File: config.mk
export PLATFORM = sky130hd
export DESIGN_NAME = eesm_monitor
export DESIGN_NICKNAME = d
export VERILOG_FILES = /design/src/verilog/eesm_pkg.sv /design/src/verilog/eesm_monitor.sv
export SDC_FILE = /design/constraint.sdc
export NUM_CORES = 1
export LEC_CHECK = 0
export CAP_MARGIN = 5
export CORE_ASPECT_RATIO = 2
export CORE_MARGIN = 3
export CORE_UTILIZATION = 29
export CTS_BUF_LIST = sky130_fd_sc_hd__clkbuf_4 sky130_fd_sc_hd__clkbuf_8
export DETAILED_ROUTE_END_ITERATION = 10
export DONT_BUFFER_PORTS = 1
export SYNTH_ARGS = -nofsm -noshare
export SYNTH_HDL_FRONTEND = slang
export SYNTH_SLANG_ARGS = --single-unit
File: constraint.sdc
create_clock -name clk -period 8.2 [get_ports clk]
set_input_delay 1.23 -clock clk [delete_from_list [all_inputs] [get_ports clk]]
set_output_delay 1.23 -clock clk [all_outputs]
set_load 0.005 [all_outputs]
File: src/verilog/eesm_pkg.sv
// Purpose: constants shared by the encoder error and status monitor
// Assumes: 10 MHz clock, one processing cycle evaluates all fault causes
// Notes:   fault flag bit positions are the order of the cause list below
package eesm_pkg;
  localparam int unsigned CLK_HZ        = 10_000_000;
  localparam int unsigned CYCLE_US      = 300;
  localparam int unsigned CYCLE_MAX_US  = 500;
  localparam int unsigned CYCLE_CYC     = (CYCLE_US * (CLK_HZ / 1_000_000));
  localparam int unsigned DYN_PERIOD_US = 4000;
  localparam int unsigned DYN_HALF_CYC  = (DYN_PERIOD_US * (CLK_HZ / 1_000_000)) / 2;
  localparam int unsigned FREEZE_US     = 20;
  localparam int unsigned UNFREEZE_US   = 100;
  localparam int unsigned UNFREEZE_CYC  = UNFREEZE_US * (CLK_HZ / 1_000_000);
  localparam int unsigned FREEZE_CYC    = FREEZE_US * (CLK_HZ / 1_000_000);

  localparam int unsigned NFAULT        = 8;
  localparam int unsigned F_COMPONENT   = 0;
  localparam int unsigned F_REVERSAL    = 1;
  localparam int unsigned F_JUMP        = 2;
  localparam int unsigned F_CHECKSUM    = 3;
  localparam int unsigned F_CAM_OVERRUN = 4;
  localparam int unsigned F_WARM        = 5;
  localparam int unsigned F_OVERSPEED   = 6;
  localparam int unsigned F_ANALOG      = 7;
  localparam logic [7:0]  OVERSPEED_MASK = 8'h40;

  localparam int unsigned SSI_SINGLE_W  = 32;
  localparam int unsigned SSI_MULTI_W   = 26;
  localparam logic [31:0] RST_WORD      = 32'h0000_0000;
  localparam logic [7:0]  RST_FAULTS    = 8'h00;
endpackage

File: src/verilog/eesm_monitor.sv
// Purpose: fault detection, status bits and actual-value reporting
// Assumes: tool commands and data inputs come from logic on clk; latch and bus pins are asynchronous
// Notes:   jump, reversal, cam overrun and overspeed causes are sampled once per processing cycle
module eesm_monitor #(
  parameter int unsigned DYN_HALF = eesm_pkg::DYN_HALF_CYC
) (
  input  wire logic        clk,
  input  wire logic        rst_b,
  input  wire logic [31:0] raw_pos,
  input  wire logic [31:0] cam_pos_in,
  input  wire logic [31:0] velocity_in,
  input  wire logic        linear_enc,
  input  wire logic [31:0] speed_limit,
  input  wire logic [31:0] jump_limit,
  input  wire logic [31:0] reversal_min,
  input  wire logic        selftest_done,
  input  wire logic        selftest_fail,
  input  wire logic        param_word_valid,
  input  wire logic [15:0] param_word,
  input  wire logic        param_last,
  input  wire logic [15:0] param_sum_stored,
  input  wire logic        cam_late,
  input  wire logic        port_check_ok,
  input  wire logic        ram_check_ok,
  input  wire logic        cal_valid,
  input  wire logic [15:0] cal_value,
  input  wire logic [15:0] cal_min,
  input  wire logic [15:0] cal_max,
  input  wire logic        tool_reset,
  input  wire logic        adj_valid,
  input  wire logic [31:0] adj_value,
  input  wire logic        adj_store,
  input  wire logic [31:0] ssi_data,
  input  wire logic        ssi_multi,
  input  wire logic [31:0] par_pattern,
  input  wire logic [31:0] short_det,
  input  wire logic        latch_pin,
  input  wire logic        bus_addr_pin,
  output logic             error_r,
  output logic             ready_relay_r,
  output logic             ready_bit_r,
  output logic             overspeed_r,
  output logic [7:0]       fault_flags_r,
  output logic             warm_restart_r,
  output logic             dyn_error_r,
  output logic             cycle_tick_r,
  output logic [31:0]      position_r,
  output logic [31:0]      cam_pos_r,
  output logic [31:0]      velocity_r,
  output logic             vel_mm_per_s_r,
  output logic [31:0]      offset_store_r,
  output logic             offset_store_stb_r,
  output logic             adj_unstored_r,
  output logic [31:0]      ssi_view_r,
  output logic [5:0]       ssi_width_r,
  output logic [31:0]      par_view_r,
  output logic [31:0]      short_nom0_r,
  output logic [31:0]      short_nom1_r,
  output logic             bus_addressed_r
);
  localparam logic [31:0] CYC_LAST  = 32'(eesm_pkg::CYCLE_CYC - 1);
  localparam logic [31:0] DYN_LAST  = 32'(DYN_HALF - 1);
  localparam logic [31:0] UNF_LAST  = 32'(eesm_pkg::UNFREEZE_CYC - 1);
  localparam int unsigned MPAD      = eesm_pkg::SSI_SINGLE_W - eesm_pkg::SSI_MULTI_W;

  function automatic logic [31:0] abs32(input logic [31:0] v);
    abs32 = v[31] ? (~v + 32'h0000_0001) : v;
  endfunction

  // Pin synchronisers
  logic [1:0] latch_sync_r;
  logic [1:0] bus_sync_r;
  always_ff @(posedge clk or negedge rst_b) begin
    if (!rst_b) begin
      latch_sync_r <= 2'h0;
      bus_sync_r   <= 2'h0;
    end else begin
      latch_sync_r <= {latch_sync_r[0], latch_pin};
      bus_sync_r   <= {bus_sync_r[0], bus_addr_pin};
    end
  end
  wire logic latched = latch_sync_r[1];

  // Processing cycle timebase
  logic [31:0] cyc_cnt_r;
  wire  logic  cyc_end = (cyc_cnt_r == CYC_LAST);
  always_ff @(posedge clk or negedge rst_b) begin
    if (!rst_b) begin
      cyc_cnt_r    <= eesm_pkg::RST_WORD;
      cycle_tick_r <= 1'b0;
    end else begin
      cyc_cnt_r    <= cyc_end ? eesm_pkg::RST_WORD : cyc_cnt_r + 32'h0000_0001;
      cycle_tick_r <= cyc_end;
    end
  end

  // Position adjustment
  logic [31:0] offset_r;
  wire  logic [31:0] adj_pos = raw_pos + offset_r;
  always_ff @(posedge clk or negedge rst_b) begin
    if (!rst_b) begin
      offset_r           <= eesm_pkg::RST_WORD;
      offset_store_r     <= eesm_pkg::RST_WORD;
      offset_store_stb_r <= 1'b0;
      adj_unstored_r     <= 1'b0;
    end else begin
      if (adj_valid) begin
        offset_r <= adj_value - raw_pos;
      end
      offset_store_stb_r <= adj_store;
      if (adj_store) begin
        offset_store_r <= adj_valid ? adj_value - raw_pos : offset_r;
      end
      adj_unstored_r <= adj_valid | (adj_unstored_r & ~adj_store);
    end
  end

  // Motion analysis, one sample per cycle
  logic [31:0] pos_prev_r;
  logic [31:0] delta_prev_r;
  logic        pos_seen_r;
  wire  logic [31:0] delta     = adj_pos - pos_prev_r;
  wire  logic [31:0] delta_mag = abs32(delta);
  wire  logic        jump_now  = pos_seen_r & (delta_mag > jump_limit) & ~adj_valid;
  wire  logic        rev_now   = pos_seen_r & (delta[31] != delta_prev_r[31]) &
                                 (delta_mag >= reversal_min) & (abs32(delta_prev_r) >= reversal_min);
  wire  logic        ovs_now   = abs32(velocity_in) > speed_limit;
  wire  logic [31:0] adj_shift = adj_value - raw_pos - offset_r;
  always_ff @(posedge clk or negedge rst_b) begin
    if (!rst_b) begin
      pos_prev_r   <= eesm_pkg::RST_WORD;
      delta_prev_r <= eesm_pkg::RST_WORD;
      pos_seen_r   <= 1'b0;
    end else if (cyc_end) begin
      pos_prev_r   <= adj_valid ? adj_value : adj_pos;
      delta_prev_r <= pos_seen_r ? delta : eesm_pkg::RST_WORD;
      pos_seen_r   <= 1'b1;
    end else if (adj_valid) begin
      // Rebase so an adjustment between cycle ends never reads as a position step
      pos_prev_r <= pos_prev_r + adj_shift;
    end
  end

  // Parameter checksum accumulation
  logic [15:0] sum_r;
  logic        sum_bad_r;
  wire  logic [15:0] sum_final = sum_r + param_word;
  always_ff @(posedge clk or negedge rst_b) begin
    if (!rst_b) begin
      sum_r     <= 16'h0000;
      sum_bad_r <= 1'b0;
    end else if (param_word_valid) begin
      sum_r <= param_last ? 16'h0000 : sum_final;
      if (param_last) begin
        sum_bad_r <= (sum_final != param_sum_stored);
      end
    end
  end

  // Checks: self-diagnosis on every selftest_done strobe, analog calibration at power-on only
  logic comp_bad_r;
  logic cal_bad_r;
  logic cal_done_r;
  always_ff @(posedge clk or negedge rst_b) begin
    if (!rst_b) begin
      comp_bad_r <= 1'b0;
      cal_bad_r  <= 1'b0;
      cal_done_r <= 1'b0;
    end else begin
      if (selftest_done) begin
        comp_bad_r <= selftest_fail;
      end
      // Only the power-on check counts; later strobes are ignored
      if (cal_valid && !cal_done_r) begin
        cal_bad_r  <= (cal_value < cal_min) | (cal_value > cal_max);
        cal_done_r <= 1'b1;
      end
    end
  end

  // Warm restart on implausible state
  wire logic state_bad = ~port_check_ok | ~ram_check_ok;
  logic      warm_seen_r;
  always_ff @(posedge clk or negedge rst_b) begin
    if (!rst_b) begin
      warm_restart_r <= 1'b0;
      warm_seen_r    <= 1'b0;
    end else begin
      warm_restart_r <= state_bad & ~warm_seen_r;
      // One pulse per episode; only a clean cycle end rearms it
      if (cyc_end) begin
        warm_seen_r <= state_bad;
      end else if (state_bad) begin
        warm_seen_r <= 1'b1;
      end
    end
  end

  // Fault flags; reversal is sticky, set beats the tool reset
  logic [7:0] faults_nxt;
  always_comb begin
    faults_nxt                          = fault_flags_r;
    faults_nxt[eesm_pkg::F_COMPONENT]   = comp_bad_r;
    faults_nxt[eesm_pkg::F_CHECKSUM]    = sum_bad_r;
    faults_nxt[eesm_pkg::F_ANALOG]      = cal_bad_r;
    faults_nxt[eesm_pkg::F_WARM]        = warm_seen_r | warm_restart_r;
    if (tool_reset) begin
      faults_nxt[eesm_pkg::F_REVERSAL] = 1'b0;
    end
    if (cyc_end) begin
      faults_nxt[eesm_pkg::F_JUMP]        = jump_now;
      faults_nxt[eesm_pkg::F_CAM_OVERRUN] = cam_late;
      faults_nxt[eesm_pkg::F_OVERSPEED]   = ovs_now;
      if (rev_now) begin
        faults_nxt[eesm_pkg::F_REVERSAL] = 1'b1;
      end
    end
  end

  wire logic any_error = |(faults_nxt & ~eesm_pkg::OVERSPEED_MASK);
  always_ff @(posedge clk or negedge rst_b) begin
    if (!rst_b) begin
      fault_flags_r <= eesm_pkg::RST_FAULTS;
      error_r       <= 1'b0;
      ready_relay_r <= 1'b0;
      ready_bit_r   <= 1'b0;
      overspeed_r   <= 1'b0;
    end else begin
      fault_flags_r <= faults_nxt;
      error_r       <= any_error;
      ready_relay_r <= ~any_error;
      ready_bit_r   <= ~any_error;
      overspeed_r   <= faults_nxt[eesm_pkg::F_OVERSPEED];
    end
  end

  // Dynamic error square wave; idles low so a dead encoder never looks alive
  logic [31:0] dyn_cnt_r;
  always_ff @(posedge clk or negedge rst_b) begin
    if (!rst_b) begin
      dyn_cnt_r   <= eesm_pkg::RST_WORD;
      dyn_error_r <= 1'b0;
    end else if (!error_r) begin
      dyn_cnt_r   <= eesm_pkg::RST_WORD;
      dyn_error_r <= 1'b0;
    end else if (dyn_cnt_r == DYN_LAST) begin
      dyn_cnt_r   <= eesm_pkg::RST_WORD;
      dyn_error_r <= ~dyn_error_r;
    end else begin
      dyn_cnt_r <= dyn_cnt_r + 32'h0000_0001;
    end
  end

  // Latch freeze: immediate after sync, release after a settle count
  logic [31:0] unf_cnt_r;
  logic        frozen_r;
  always_ff @(posedge clk or negedge rst_b) begin
    if (!rst_b) begin
      unf_cnt_r <= eesm_pkg::RST_WORD;
      frozen_r  <= 1'b0;
    end else if (latched) begin
      unf_cnt_r <= eesm_pkg::RST_WORD;
      frozen_r  <= 1'b1;
    end else if (frozen_r) begin
      unf_cnt_r <= unf_cnt_r + 32'h0000_0001;
      if (unf_cnt_r >= (UNF_LAST >> 1)) begin
        frozen_r <= 1'b0;
      end
    end
  end

  // Actual value views
  wire logic [31:0] ssi_just = ssi_multi ? {ssi_data[eesm_pkg::SSI_MULTI_W-1:0], {MPAD{1'b0}}}
                                         : ssi_data;
  wire logic [31:0] cam_view = (adj_pos == eesm_pkg::RST_WORD) ? eesm_pkg::RST_WORD : cam_pos_in;
  always_ff @(posedge clk or negedge rst_b) begin
    if (!rst_b) begin
      position_r      <= eesm_pkg::RST_WORD;
      cam_pos_r       <= eesm_pkg::RST_WORD;
      velocity_r      <= eesm_pkg::RST_WORD;
      vel_mm_per_s_r  <= 1'b0;
      ssi_view_r      <= eesm_pkg::RST_WORD;
      ssi_width_r     <= 6'h00;
      par_view_r      <= eesm_pkg::RST_WORD;
      short_nom0_r    <= eesm_pkg::RST_WORD;
      short_nom1_r    <= eesm_pkg::RST_WORD;
      bus_addressed_r <= 1'b0;
    end else begin
      position_r      <= adj_pos;
      cam_pos_r       <= cam_view;
      velocity_r      <= velocity_in;
      vel_mm_per_s_r  <= linear_enc;
      ssi_view_r      <= ssi_just;
      ssi_width_r     <= ssi_multi ? 6'(eesm_pkg::SSI_MULTI_W) : 6'(eesm_pkg::SSI_SINGLE_W);
      if (!(latched || frozen_r)) begin
        par_view_r <= par_pattern;
      end
      short_nom0_r    <= short_det & ~par_view_r;
      short_nom1_r    <= short_det & par_view_r;
      bus_addressed_r <= bus_sync_r[1];
    end
  end
endmodule

==> impl_metrics.csv <==
group,metric,value,unit
sta,max-slew-margin-rel,14.9,%
routing,final_antenna_net_count,0,
yosys,yosys_warnings,0,
setup_path,cpPeakStageDelay,0.44,ns
setup_path,critPathRequiredTime,8.82,ns
setup_path,cp_max_fo,7,
placed_design,port_buffers,0,
finish,design_area,37500,µm²
hold_path,worst_hold_path_type,"in -> async",
sta,finClkSkew,0.0440,ns
setup_path,r2r_slack,0.63,ns
sta,hold_viol_final,0,
routing,post_drt_via_cell_ratio,5.11,
clock_network,cts.sinks,494,
sta,drv_slew,0,
placed_design,place_congestion,0.944,
setup_path,crit_type,"in -> reg",
clock_network,post-cts-setup-buffer-count,0,
die,die_area,118000,µm²
die,core,112000,µm²
routing,first_pass_iters,5,
clock_network,clock_latency,0.78,ns
sta,setup_viol,0,
routing,drc,0,
yosys,synth.distinct_cells,98,
yosys,avgSynthCellArea,9.84,µm²
clock_network,cts_tree,"done",
pwr,p_leak,17.4,nW
finish,layout-drive-gt1-share,15.1,%
die,io_pins,698,
routing,drtIter0Drc,978,
yosys,synthArstFlopShare,100,%
clock_network,clockRootBuffer,"clkbuf_8",
routing,wirelength,111,mm
yosys,syn_inst,3340,
yosys,synth_area,32900,µm²
yosys,yosys-top-cells-area,"dfrtp_1 (38%), ha_1 (12%), xnor2_1 (5.1%), mux2_2 (3.5%), inv_1 (3.3%)",
yosys,synth-edff-count,0,
setup_path,crit_top_cell,"buf_4",
setup_path,worst_ep_arrival_time,8.24,ns
setup_path,rr_endpoint,"error_r$_DFF_PN0_",
sta,fin_hold_ws,0.152,ns
clock_network,numCtsBuffers,80,
yosys,synthTopCellsByCount,"dfrtp_1 (494), ha_1 (305), inv_1 (288)",
setup_path,worstSetupEndpointType,"flop",
yosys,yosysMostFrequentCell,"dfrtp_1",
setup_path,slowest_stage,"a2111oi_0",
setup_path,reg2reg_depth,34,
setup_path,critPathLaunchType,"input pin",
setup_path,rr_startpoint,"offset_r[0]$_DFF_PN0_",
finish,fin_nets,4262,
die,fp.dieW,244,µm
die,rows,174,
sta,finalCritPeriodShare,92.8,%
die,die_h,482,µm
job,drv_cap,0,
placed_design,dpl-instance-area,35700,µm²
global_routing,grt_max_degree,495,
routing,via_count,25900,
clock_network,h-tree-depth,3,
clock_network,clk_pin_slew,0.06,ns
global_routing,antenna_found_initial,8,
clock_network,cts_hold_buf,0,
yosys,yosysTopAreaCell,"dfrtp_1",
global_routing,gr-total-overflow,0,
sta,layout_min_cycle_time,7.61,ns
placed_design,hpwl,90.5,mm
pwr,power.density,486,nW/µm²
sta,clock.fmax,0.131,GHz
finish,fin_util,33.4,%
routing,wire_per_inst,21.9,µm
global_routing,grt_pass1_vias,27700,
clock_network,cts_buffer_depth,3,
global_routing,grt_pass1_wl,165,mm
pwr,peakVddDrop,0.334,mV
finish,area_growth,14.2,%
placed_design,dp_cells,4919,
sta,worst_slack,0.587,ns
die,start_util,29.3,%
outcome,status,"finished, final reports clean",
yosys,synthDominantCellAreaShare,37.6,%
sta,rsz0062_at_grt,"false",
placed_design,pre_cts_ws,-0.373,ns
yosys,synth-seq-area-share,37.6,%
global_routing,grt_util_all_layers,18.4,%
yosys,synth_seq_cells,494,
finish,final_cells,5065,
sta,tightestPinTransition,1.28,ns
yosys,yosys_most_used_dff,"dfrtp_1",
==> timing repair <==
item | 4_1_cts | 5_1_grt
gates resized for setup | 0 | 1
endpoints found under the hold margin | 0 | 0
endpoints found under the setup margin | 0 | 2
==> power breakdown <==
group          total (mW)  internal (mW)  switching, mW
clock                2.51           1.37           1.15
combinational        12.5           6.00           6.53
sequential           3.18           2.81          0.378
total                18.2           10.2           8.06
==> stage by stage <==
step           power (mW)  TNS (ns)
6_report             18.2         0
5_1_grt              20.0         0
4_1_cts              18.4         0
3_5_place_dp         15.8     -1.04
3_3_place_gp         15.6    -0.780
2_1_floorplan        11.0         0
==> metal layers <==
layer,GRT usage (%),routed length (µm)
met1,18.6,39400
met2,34.7,58600
met3,5.37,8260
met4,8.04,4800
met5,0,13
==> critical path, delay by kind of cell <==
family	cells	cell delay [ns]
buffers and inverters	6	0.94
adder cells (fa/ha/maj)	4	1.17
AND/OR/NAND/NOR	5	0.83
XOR/XNOR	3	0.70
AO/OA/AOI/OAI	16	3.36
==> cell families after synthesis <==
group,synth area share (%)
buffers and inverters,4.57
multiplexers,5.64
AO/OA/AOI/OAI,14.2
adder cells (fa/ha/maj),13.7
flip-flops,37.6
AND/OR/NAND/NOR,15.6
other,0.0114
XOR/XNOR,8.55
==> how the worst max path moves through the flow <==
stage	to	start	cells after the start	slack (ns)
floorplan	ready_bit_r$_DFF_PN0_	raw_pos[0]	32	0.42
global placement	ready_bit_r$_DFF_PN0_	raw_pos[0]	34	-0.29
detailed placement	error_r$_DFF_PN0_	raw_pos[0]	34	-0.37
CTS	error_r$_DFF_PN0_	offset_r[0]$_DFF_PN0_	34	0.40
global route	error_r$_DFF_PN0_	offset_r[0]$_DFF_PN0_	36	0.02
finish	error_r$_DFF_PN0_	raw_pos[0]	34	0.59
==> cell type report <==
| class | instances | area, µm² |
|---|---|---|
| inverters | 289 | 1080 |
| multi-input cells | 2466 | 19000 |
| fillers | 11500 | 74800 |
| clock inverters | 32 | 440 |
| repair buffers | 174 | 1310 |
| well taps | 1496 | 1870 |
| diodes | 2 | 5.00 |
| flip-flops and latches | 494 | 12400 |
| clock buffers | 112 | 1410 |
==> cell usage in the layout (no fill, tap or decap), types with 30 or more instances in the layout <==
master / n
a21oi_1: 162
nand3_1: 79
a21o_1: 108
xor2_1: 122
nor2_1: 202
inv_1: 288
mux4_2: 30
nand2b_1: 38
dfrtp_1: 494
nand4_1: 68
nand2_1: 206
buf_4: 174
nor3_1: 57
o31ai_1: 33
and3_1: 30
mux2_2: 101
o21a_1: 36
o21ai_0: 135
nor2b_2: 30
nor2b_1: 70
ha_1: 305
and2_1: 52
xnor2_1: 190
clkbuf_8: 91
nor4_1: 41
fa_1: 35
(Power assumes the default switching activity.)
